$ cat src/verilog/aps_params.svh
`ifndef APS_PARAMS_SVH
`define APS_PARAMS_SVH

// register offsets on the serial control port
`define APS_CHAN_STATUS_OFS     8'h70
`define APS_GLOBAL_ONE_OFS      8'h71
`define APS_GLOBAL_TWO_OFS      8'h72

// reset values
`define APS_STATUS_RESET        8'h00

// channel status bit positions
`define APS_LEFT_DC_BIT         3
`define APS_RIGHT_DC_BIT        2
`define APS_LEFT_OC_BIT         1
`define APS_RIGHT_OC_BIT        0

// first global status bit positions
`define APS_OTP_CRC_BIT         7
`define APS_COEFF_WR_BIT        6
`define APS_BOOT_LOAD_BIT       5
`define APS_CLOCK_BIT           2
`define APS_OVERVOLT_BIT        1
`define APS_UNDERVOLT_BIT       0

// clear control: bit of the error clear register
`define APS_CLEAR_BIT           7

// mask control bit positions
`define APS_OVERCURRENT_REPORT_MASK_BIT         0
`define APS_DC_ERROR_REPORT_MASK_BIT         1
`define APS_MASK_UV_BIT         2
`define APS_MASK_CLK_BIT        4

`endif

$ cat src/verilog/aps_pkg.sv
package aps_pkg;

    // one register byte
    typedef logic [7:0] aps_byte_t;

    // raw error events from the protection sensors and the two digital checks
    typedef struct packed {
        logic left_dc;
        logic right_dc;
        logic left_oc;
        logic right_oc;
        logic clock;
        logic overvolt;
        logic undervolt;
        logic otp_crc;
        logic coeff_wr;
    } aps_events_t;

    // sticky flag group
    typedef struct packed {
        logic left_dc_error_flag;
        logic right_dc_error_flag;
        logic left_overcurrent_flag;
        logic right_overcurrent_flag;
        logic clock_error_flag;
        logic supply_overvoltage_flag;
        logic supply_undervoltage_flag;
        logic otp_crc_flag;
        logic filter_coeff_write_flag;
    } aps_flags_t;

endpackage : aps_pkg

$ cat src/verilog/aps_flag_if.sv
interface aps_flag_if;
    import aps_pkg::*;

    aps_flags_t flags;      // sticky error flags
    logic       boot_fail;  // boot load outcome level

    modport producer (
        output flags,
        output boot_fail
    );
    modport consumer (
        input flags,
        input boot_fail
    );
endinterface : aps_flag_if

$ cat src/verilog/aps_sync.sv
module aps_sync (
    input  wire logic core_clk_in,
    input  wire logic rst_n_in,
    input  wire logic async_in,
    output logic      sync_out
);
    logic meta_q;   // first stage, read only by the second
    logic sync_q;   // second stage

    // two flops against metastability on pin inputs
    always_ff @(posedge core_clk_in or negedge rst_n_in) begin
        if (!rst_n_in) begin
            meta_q <= 1'b0;
            sync_q <= 1'b0;
        end else begin
            meta_q <= async_in;
            sync_q <= meta_q;
        end
    end

    assign sync_out = sync_q;
endmodule : aps_sync

$ cat src/verilog/aps_flag_bank.sv
`include "aps_params.svh"

module aps_flag_bank (
    input  wire logic           core_clk_in,
    input  wire logic           rst_n_in,
    input  aps_pkg::aps_events_t events_in,
    input  wire logic           clear_in,
    input  wire logic           boot_done_in,
    input  wire logic           boot_fail_in,
    aps_flag_if.producer        flag_if
);
    import aps_pkg::*;

    aps_flags_t flags_q;    // sticky flags
    logic       boot_q;     // boot load result

    // flags latch on events and hold until clear; set wins over clear
    always_ff @(posedge core_clk_in or negedge rst_n_in) begin
        if (!rst_n_in) begin
            flags_q <= '0;
        end else begin
            flags_q.left_dc_error_flag       <= events_in.left_dc   | (flags_q.left_dc_error_flag & ~clear_in);
            flags_q.right_dc_error_flag      <= events_in.right_dc  | (flags_q.right_dc_error_flag & ~clear_in);
            flags_q.left_overcurrent_flag    <= events_in.left_oc   | (flags_q.left_overcurrent_flag & ~clear_in);
            flags_q.right_overcurrent_flag   <= events_in.right_oc  | (flags_q.right_overcurrent_flag & ~clear_in);
            flags_q.clock_error_flag         <= events_in.clock     | (flags_q.clock_error_flag & ~clear_in);
            flags_q.supply_overvoltage_flag  <= events_in.overvolt  | (flags_q.supply_overvoltage_flag & ~clear_in);
            flags_q.supply_undervoltage_flag <= events_in.undervolt | (flags_q.supply_undervoltage_flag & ~clear_in);
            flags_q.otp_crc_flag             <= events_in.otp_crc   | (flags_q.otp_crc_flag & ~clear_in);
            flags_q.filter_coeff_write_flag  <= events_in.coeff_wr  | (flags_q.filter_coeff_write_flag & ~clear_in);
        end
    end

    // boot result follows each completed load, not the clear
    always_ff @(posedge core_clk_in or negedge rst_n_in) begin
        if (!rst_n_in) begin
            boot_q <= 1'b0;
        end else if (boot_done_in) begin
            boot_q <= boot_fail_in;
        end
    end

    assign flag_if.flags     = flags_q;
    assign flag_if.boot_fail = boot_q;
endmodule : aps_flag_bank

$ cat src/verilog/aps_status_regs.sv
`include "aps_params.svh"

// read-only protection status
// of a two-channel amplifier
// power stage; one clock and
// one asynchronous reset

// Summary of operation
// - left DC error sets channel bit 3
// - right DC error sets channel bit 2
// - left overcurrent sets channel bit 1
// - right overcurrent sets channel bit 0
// - power errors force outputs high impedance
// - power errors drive the error pin
// - flags hold until clear bit 7 written
// - clock error sets global bit 2
// - clock error recovers without software
// - overvoltage sets global bit 1
// - overvoltage recovers when supply returns
// - undervoltage sets global bit 0
// - memory CRC failure sets global bit 7
// - failed coefficient write sets global bit 6
// - global bit 5 shows boot load failure
// - reserved bits read zero
// - channel status read-only at 0x70
// - global status read-only at 0x71, 0x72
// - mask bits suppress error pin reporting
module aps_status_regs (
    input  wire logic              core_clk_in,
    input  wire logic              rst_n_in,
    input  wire logic              left_dc_in,
    input  wire logic              right_dc_in,
    input  wire logic              left_oc_in,
    input  wire logic              right_oc_in,
    input  wire logic              clock_err_in,
    input  wire logic              overvolt_in,
    input  wire logic              undervolt_in,
    input  wire logic              otp_crc_err_in,
    input  wire logic              coeff_wr_err_in,
    input  wire logic              boot_done_in,
    input  wire logic              boot_fail_in,
    input  wire logic              err_clear_wr_in,
    input  aps_pkg::aps_byte_t     err_clear_data_in,
    input  aps_pkg::aps_byte_t     report_mask_in,
    input  wire logic              rd_en_in,
    input  aps_pkg::aps_byte_t     rd_addr_in,
    output aps_pkg::aps_byte_t     rd_data_out,
    output logic                   rd_valid_out,
    output logic                   power_hiz_out,
    output logic                   error_pin_out,
    output logic                   error_pin_oe_out
);
    import aps_pkg::*;

    // data path, in order:
    //   pins -> synchronisers
    //   -> sticky flag bank
    //   -> register images
    //   -> read mux -> read flops

    // protection path:
    //   flags and live levels
    //   -> hi-z and pin flops

    // the host only reads here;
    // no write path exists

    // all outputs come from flops:
    // no glitches reach the pins,
    // at one cycle of latency

    // sensor pin to error pin:
    //   two edges to synchronise,
    //   one edge to latch the flag,
    //   one edge to the pin flop

    // a sensor pulse shorter than
    // a clock may be missed; the
    // comparators hold longer

    // synchronised levels, one
    // per sensor pin
    logic        left_dc_s;      // synchronised sensor levels
    logic        right_dc_s;
    logic        left_oc_s;
    logic        right_oc_s;
    logic        clock_s;
    logic        overvolt_s;
    logic        undervolt_s;
    aps_events_t events;         // grouped events for the flag bank
    logic        clear_pulse;    // software clear strobe
    aps_flag_if  flag_if ();     // flags from the bank

    // images, read stage and
    // protection stage follow
    aps_byte_t   chan_status;    // assembled channel register
    aps_byte_t   global_one;     // assembled global register one
    aps_byte_t   rd_data_d;      // read mux result
    aps_byte_t   rd_data_q;      // registered read data
    logic        rd_valid_q;     // read answer strobe
    logic        hiz_q;          // power stage high impedance
    logic        pin_q;          // error pin level
    logic        hiz_d;          // live fault condition
    logic        pin_d;          // unmasked flags present

    // sensor levels come from the analog side, so each passes
    // two flops; one loop keeps the seven paths identical
    logic [6:0] sense_raw;       // pin levels as they arrive
    logic [6:0] sense_s;         // the same levels, synchronised
    assign sense_raw = {left_dc_in, right_dc_in, left_oc_in, right_oc_in,
                        clock_err_in, overvolt_in, undervolt_in};
    // the first flop of each pair
    // is read by the second only
    generate
        for (genvar g = 0; g < 7; g++) begin : g_sync
            aps_sync u_sync (
                .core_clk_in (core_clk_in),
                .rst_n_in    (rst_n_in),
                .async_in    (sense_raw[g]),
                .sync_out    (sense_s[g])
            );
        end
    endgenerate

    // back to named levels
    assign {left_dc_s, right_dc_s, left_oc_s, right_oc_s, clock_s, overvolt_s, undervolt_s} = sense_s;

    // the two digital checks come
    // from logic on this clock, so
    // they skip the synchroniser

    // a struct keeps the bank's
    // port list short and fixed

    // group events; digital checks arrive on this clock already
    always_comb begin
        events.left_dc   = left_dc_s;
        events.right_dc  = right_dc_s;
        events.left_oc   = left_oc_s;
        events.right_oc  = right_oc_s;
        events.clock     = clock_s;
        events.overvolt  = overvolt_s;
        events.undervolt = undervolt_s;
        events.otp_crc   = otp_crc_err_in;
        events.coeff_wr  = coeff_wr_err_in;
    end

    // the clear register lives
    // elsewhere; only its write
    // strobe and data reach here

    // a write with bit 7 low is
    // ignored on purpose
    // the strobe lasts one cycle,
    // so each write clears once

    // only a write with bit 7 set clears the flags
    assign clear_pulse = err_clear_wr_in & err_clear_data_in[`APS_CLEAR_BIT];

    // the bank holds every sticky
    // flag; a new event in the
    // clear cycle wins, so a fault
    // still present is never lost
    // the bank also keeps the
    // boot result, which only a
    // new boot load can change

    aps_flag_bank u_bank (
        .core_clk_in  (core_clk_in),
        .rst_n_in     (rst_n_in),
        .events_in    (events),
        .clear_in     (clear_pulse),
        .boot_done_in (boot_done_in),
        .boot_fail_in (boot_fail_in),
        .flag_if      (flag_if.producer)
    );

    // register images are built
    // from constants, flags and the
    // boot result; they hold no state

    // channel register layout:
    //   bit 3 left dc
    //   bit 2 right dc
    //   bit 1 left overcurrent
    //   bit 0 right overcurrent
    // reserved bits come from the
    // reset constant, so they read
    // zero whatever the flags do

    // channel register; upper nibble stays zero
    always_comb begin
        chan_status = `APS_STATUS_RESET;
        chan_status[`APS_LEFT_DC_BIT]  = flag_if.flags.left_dc_error_flag;
        chan_status[`APS_RIGHT_DC_BIT] = flag_if.flags.right_dc_error_flag;
        chan_status[`APS_LEFT_OC_BIT]  = flag_if.flags.left_overcurrent_flag;
        chan_status[`APS_RIGHT_OC_BIT] = flag_if.flags.right_overcurrent_flag;
    end

    // global register one layout:
    //   bit 7 memory check
    //   bit 6 coefficient write
    //   bit 5 boot load result
    //   bit 2 clock
    //   bit 1 overvoltage
    //   bit 0 undervoltage
    // bits 4 and 3 are reserved
    // and come from the constant

    // the boot bit is a result,
    // not a flag: clear leaves it

    // global register one; bits 4 and 3 stay zero
    always_comb begin
        global_one = `APS_STATUS_RESET;
        global_one[`APS_OTP_CRC_BIT]   = flag_if.flags.otp_crc_flag;
        global_one[`APS_COEFF_WR_BIT]  = flag_if.flags.filter_coeff_write_flag;
        global_one[`APS_BOOT_LOAD_BIT] = flag_if.boot_fail;
        global_one[`APS_CLOCK_BIT]     = flag_if.flags.clock_error_flag;
        global_one[`APS_OVERVOLT_BIT]  = flag_if.flags.supply_overvoltage_flag;
        global_one[`APS_UNDERVOLT_BIT] = flag_if.flags.supply_undervoltage_flag;
    end

    // unmapped offsets read zero
    // rather than x, so a host
    // bug shows as a clean value

    // the second global register
    // is kept as a zero image
    // until its bits are defined
    // the case is unique: the
    // offsets never overlap

    // read decode; register two layout is outside this block, reads zero
    always_comb begin
        unique case (rd_addr_in)
            `APS_CHAN_STATUS_OFS: rd_data_d = chan_status;
            `APS_GLOBAL_ONE_OFS:  rd_data_d = global_one;
            `APS_GLOBAL_TWO_OFS:  rd_data_d = `APS_STATUS_RESET;
            default:              rd_data_d = `APS_STATUS_RESET;
        endcase
    end

    // read data is taken at the
    // request edge, so a flag that
    // sets in that same cycle
    // shows on the next read

    // rd_data_out keeps the last
    // value between reads

    // registered read answer one cycle after the request; no write path exists
    always_ff @(posedge core_clk_in or negedge rst_n_in) begin
        if (!rst_n_in) begin
            rd_data_q  <= `APS_STATUS_RESET;
            rd_valid_q <= 1'b0;
        end else begin
            rd_valid_q <= rd_en_in;
            if (rd_en_in) begin
                rd_data_q <= rd_data_d;
            end
        end
    end

    // two sources feed the hi-z:
    //   latched dc and overcurrent
    //   flags, which need a clear
    //   live clock and supply
    //   levels, which recover

    // the power stage may come
    // back while the status bits
    // still show the old fault;
    // software reads and clears

    // a clock fault that clears
    // restarts the stage without
    // any software step

    // the same holds for supply
    // over and undervoltage

    // hi-z follows the live condition, so clock and supply faults recover
    // by themselves; latched DC/OC flags keep the stage off until cleared
    always_comb begin
        hiz_d = flag_if.flags.left_dc_error_flag | flag_if.flags.right_dc_error_flag
              | flag_if.flags.left_overcurrent_flag | flag_if.flags.right_overcurrent_flag
              | clock_s | overvolt_s | undervolt_s;
    end

    // the error pin follows the
    // sticky flags, not the live
    // levels, so the host sees a
    // fault that already passed

    // mask bits only silence the
    // pin; flags and hi-z do not
    // look at the mask

    // the memory, coefficient and
    // boot bits never reach the
    // pin: they are not power
    // stage faults

    // error pin: unmasked sticky flags; overvoltage shares the undervoltage mask
    always_comb begin
        pin_d = ((flag_if.flags.left_dc_error_flag | flag_if.flags.right_dc_error_flag)
                    & ~report_mask_in[`APS_DC_ERROR_REPORT_MASK_BIT])
              | ((flag_if.flags.left_overcurrent_flag | flag_if.flags.right_overcurrent_flag)
                    & ~report_mask_in[`APS_OVERCURRENT_REPORT_MASK_BIT])
              | (flag_if.flags.clock_error_flag & ~report_mask_in[`APS_MASK_CLK_BIT])
              | ((flag_if.flags.supply_undervoltage_flag | flag_if.flags.supply_overvoltage_flag)
                    & ~report_mask_in[`APS_MASK_UV_BIT]);
    end

    // one flop each keeps the
    // pins free of decode glitches
    // both reset low: no fault is
    // shown until one is seen

    // protection outputs registered so the pins come from flops
    always_ff @(posedge core_clk_in or negedge rst_n_in) begin
        if (!rst_n_in) begin
            hiz_q <= 1'b0;
            pin_q <= 1'b0;
        end else begin
            hiz_q <= hiz_d;
            pin_q <= pin_d;
        end
    end

    // outputs straight from flops;
    // the pin enable copies the
    // pin so the line is driven
    // only while it is asserted,
    // and left to its pull-up
    // otherwise

    assign rd_data_out      = rd_data_q;
    assign rd_valid_out     = rd_valid_q;
    assign power_hiz_out    = hiz_q;
    assign error_pin_out    = pin_q;
    assign error_pin_oe_out = pin_q;  // open-drain style: drive only when asserting
endmodule : aps_status_regs

$ cat config.mk
export PLATFORM = sky130hd
export DESIGN_NAME = aps_status_regs
export DESIGN_NICKNAME = d
export VERILOG_FILES = /design/src/verilog/aps_pkg.sv /design/src/verilog/aps_flag_if.sv /design/src/verilog/aps_sync.sv /design/src/verilog/aps_flag_bank.sv /design/src/verilog/aps_status_regs.sv
export VERILOG_INCLUDE_DIRS = /design/src /design/src/verilog
export SDC_FILE = /design/constraint.sdc
export NUM_CORES = 1
export LEC_CHECK = 0
export ABC_AREA = 1
export ABC_CLOCK_PERIOD_IN_PS = 910
export BUFFER_PORTS_ARGS = -buffer_cell sky130_fd_sc_hd__clkbuf_2
export CORE_UTILIZATION = 40
export CTS_CLUSTER_DIAMETER = 80
export DETAILED_ROUTE_END_ITERATION = 6
export PLACE_DENSITY = 0.81
export SLEW_MARGIN = 20
export SYNTH_ARGS = -nofsm -noshare
export SYNTH_HDL_FRONTEND = slang
export SYNTH_HIERARCHICAL = 1
export SYNTH_SLANG_ARGS = --single-unit
$ cat constraint.sdc
create_clock -name core_clk_in -period 0.91 [get_ports core_clk_in]
set_input_delay 0.273 -clock core_clk_in [delete_from_list [all_inputs] [get_ports core_clk_in]]
set_output_delay 0.273 -clock core_clk_in [all_outputs]
set_load 0.01 [all_outputs]
==> impl_metrics.py <==
metrics = {
    "pwr": {
        "leakage_nw": 0.9398,
        "vdd.ir_drop.worst_mv": 1.075,
        "cellPowerDensity_nw_per_um2": 1621,
    },
    "min_path": {
        "worstHoldPathType": "input pin to flop",
        "min_from": "left_oc_in",
    },
    "status": {
        "violations": "setup timing",
        "outcome": "finished, violations left",
    },
    "synthesis": {
        "syn-cell-area_um2": 1262,
        "netlist.area_leader.share": 0.6739,
        "synth_seq_cells": 34,
        "yosysSeqAreaShare": 0.6739,
        "syn_area_per_cell_um2": 9.863,
        "synth.distinct_cells": 16,
        "synth_area_leaders": "dfrtp_1, nand2_1, inv_1",
        "yosys.area.top_type": "dfrtp_1",
        "yosys_warnings": 6,
        "synthCells": 128,
        "syn-num-nets": 167,
    },
    "layout": {
        "nets": 222,
        "n_antenna_cell": 0,
        "multiInputGateArea_um2": 332.8,
        "area_delta_synth_final_pct": 32.51,
        "utilization": 0.5525,
        "regArea_um2": 850.8,
        "fin_area_um2": 1673,
        "layout-drive-gt1-share": 0.3750,
        "fill_cells": 291,
    },
    "timing": {
        "period_share": 1.237,
        "fmax_mhz": 888.6,
        "finalHoldViolCount": 0,
        "rsz0062_at_grt": "true",
        "final_critical_path_setup_slack_ns": -0.2154,
        "hold_slack_ns": 0.03465,
        "setup_viol": 13,
        "finalSetupTns_ns": -2.325,
        "slew_violations": 0,
        "finalCriticalPeriod_ns": 1.125,
        "skew_ns": 0.003846,
    },
    "routing": {
        "wl_per_cell_um": 9.004,
        "firstDrtPassIters": 4,
        "vias": 924,
        "drc": 0,
        "top_layer": "met4",
        "vias_per_cell": 4.053,
        "wirelength_met1_um": 873,
        "drt_iter0_drc": 18,
        "antenna_left": 0,
        "dr_wl_met2_um": 993,
        "wirelength_mm": 2.053,
        "wl_met3_um": 131,
    },
    "run": {
        "maxCapViolCount": 0,
    },
    "die": {
        "rows": 20,
        "fp.dieH_um": 58.18,
        "core-area_um2": 3028,
        "io_pins": 51,
        "die_w_um": 58.18,
        "dieArea_um2": 3385,
        "start_util": 0.4169,
    },
    "clocking": {
        "cts_tree": "done",
        "worstSkewPairLatency_ns": 0.34,
        "cts_max_level": 2,
        "cts_max_path_buffers": 2,
        "cts_root_buffer": "clkbuf_4",
        "cts.sinks": 34,
        "cts_buffers": 5,
        "clk_pin_slew_worst_paths_ns": 0.10,
    },
    "placement": {
        "port_buffers": 38,
        "hpwl_mm": 1.556,
        "gp_congestion": 0.7622,
        "place_area_um2": 1543,
    },
    "setup_path": {
        "crit_fanout": 1,
        "crit_buf_inv": 1,
        "worstSetupPathType": "flop to output pin",
        "r2r-start": "u_bank/flag_if.flags[8]",
        "cp-startpoint": "power_hiz_out",
        "cp_slowest_cell": "dfrtp_1",
        "worst_setup_path_end_kind": "output pin",
        "cp_top_family": "flip-flops",
        "crit_arrival_ns": 0.85,
        "crit_path_start_kind": "flop",
        "critical_path.max_stage_delay_ns": 0.39,
        "crit_chain": "clkbuf_2",
        "cp.required_ns": 0.64,
    },
    "global_routing": {
        "grt_usage": 0.1450,
        "grt_max_degree": 26,
        "grt_pass1_vias": 842,
        "grt_pass1_wl_mm": 3.415,
        "grt_overflow": 0,
        "antenna_found_initial": 0,
    },
}
==> logic make-up after synthesis <==
family,Yosys count,share of synthesized area
buffers and inverters,22,0.07135
AO/OA/AOI/OAI,7,0.02775
other,1,0.002970
flip-flops,34,0.6739
AND/OR/NAND/NOR,64,0.2240
==> Yosys cell counts <==
| cell type | number |
|---|---|
| inv_2 | 3 |
| nor2_1 | 2 |
| buf_4 | 2 |
| o21ai_0 | 2 |
| nand2_1 | 46 |
| nand2_2 | 3 |
| or2_1 | 1 |
| dfrtp_1 | 34 |
| conb_1 | 1 |
| nor2_8 | 1 |
| a21oi_1 | 1 |
| nor2_2 | 2 |
| nor3_1 | 2 |
| nand3_1 | 7 |
| inv_1 | 17 |
| o21ai_1 | 4 |
==> state kept, by name, indices dropped and copies added (netlist names) <==
name                      cells
u_bank/flag_if.flags          9
rd_data_out                   7
g_sync.u_sync/sync_out        7
u_bank/flag_if.boot_fail      1
rd_valid_out                  1
error_pin_oe_out              1
g_sync.u_sync/meta_q          7
power_hiz_out                 1
==> cells in the final DEF, fill, tap and decap left out, types with 2 or more instances in the layout <==
cell type,n
clkbuf_2,38
o21ai_1,5
nand3_1,7
nor2_1,2
nand2_2,3
buf_4,10
inv_2,3
inv_1,17
dfrtp_1,34
nor2_2,2
nand2_1,46
clkbuf_4,5
==> worst paths after layout <==
kind	endpoint	slack, ns	cells after the start
hold / removal	g_sync[4].u_sync/meta_q	0.03	1
min in group asynchronous	error_pin_oe_out	0.33	2
hold reg to reg	g_sync[5].u_sync/sync_out	0.36	0
max in group asynchronous	g_sync[2].u_sync/meta_q	0.18	3
setup reg to reg	power_hiz_out	-0.03	3
setup / recovery	power_hiz_out	-0.22	1
==> report_power, final <==
group	switching [mW]	total [mW]	internal, mW	leakage [nW]
Sequential	0.0341	1.61	1.58	0.393
Clock	0.497	0.867	0.371	0.0343
Combinational	0.126	0.234	0.108	0.513
==> what timing repair did <==
action,CTS,global route
hold buffers,1,0
endpoints found under the setup margin,13,13
pin swaps,2,0
resized for setup,1,2
hold endpoints to repair,9,0
setup buffers,4,2
==> per-layer routing <==
layer	vias to the layer above	track usage
li1	489	-
met1	400	0.1538
met2	30	0.2315
met3	5	0.06920
met4	0	0.09184
met5	-	0
==> area by class of cell <==
| cell class | instances | area share |
|---|---|---|
| flip-flops and latches | 34 | 0.5086 |
| clock inverters | 2 | 0.007479 |
| well taps | 44 | 0.03291 |
| multi-input cells | 72 | 0.1990 |
| repair buffers | 50 | 0.1765 |
| inverters | 20 | 0.04488 |
| clock buffers | 6 | 0.03067 |
==> stage by stage <==
| stage | total power, mW | cells | setup WS, ns |
|---|---|---|---|
| floorplan | 1.728 | 128 | 0.004313 |
| CTS | 2.745 | 226 | -0.2409 |
| finish | 2.711 | 228 | -0.2154 |
| global route | 2.842 | 228 | -0.2583 |
| global placement | 1.857 | 213 | -0.04407 |
| detailed placement | 1.869 | 213 | -0.06299 |
(Power assumes the default switching activity.)
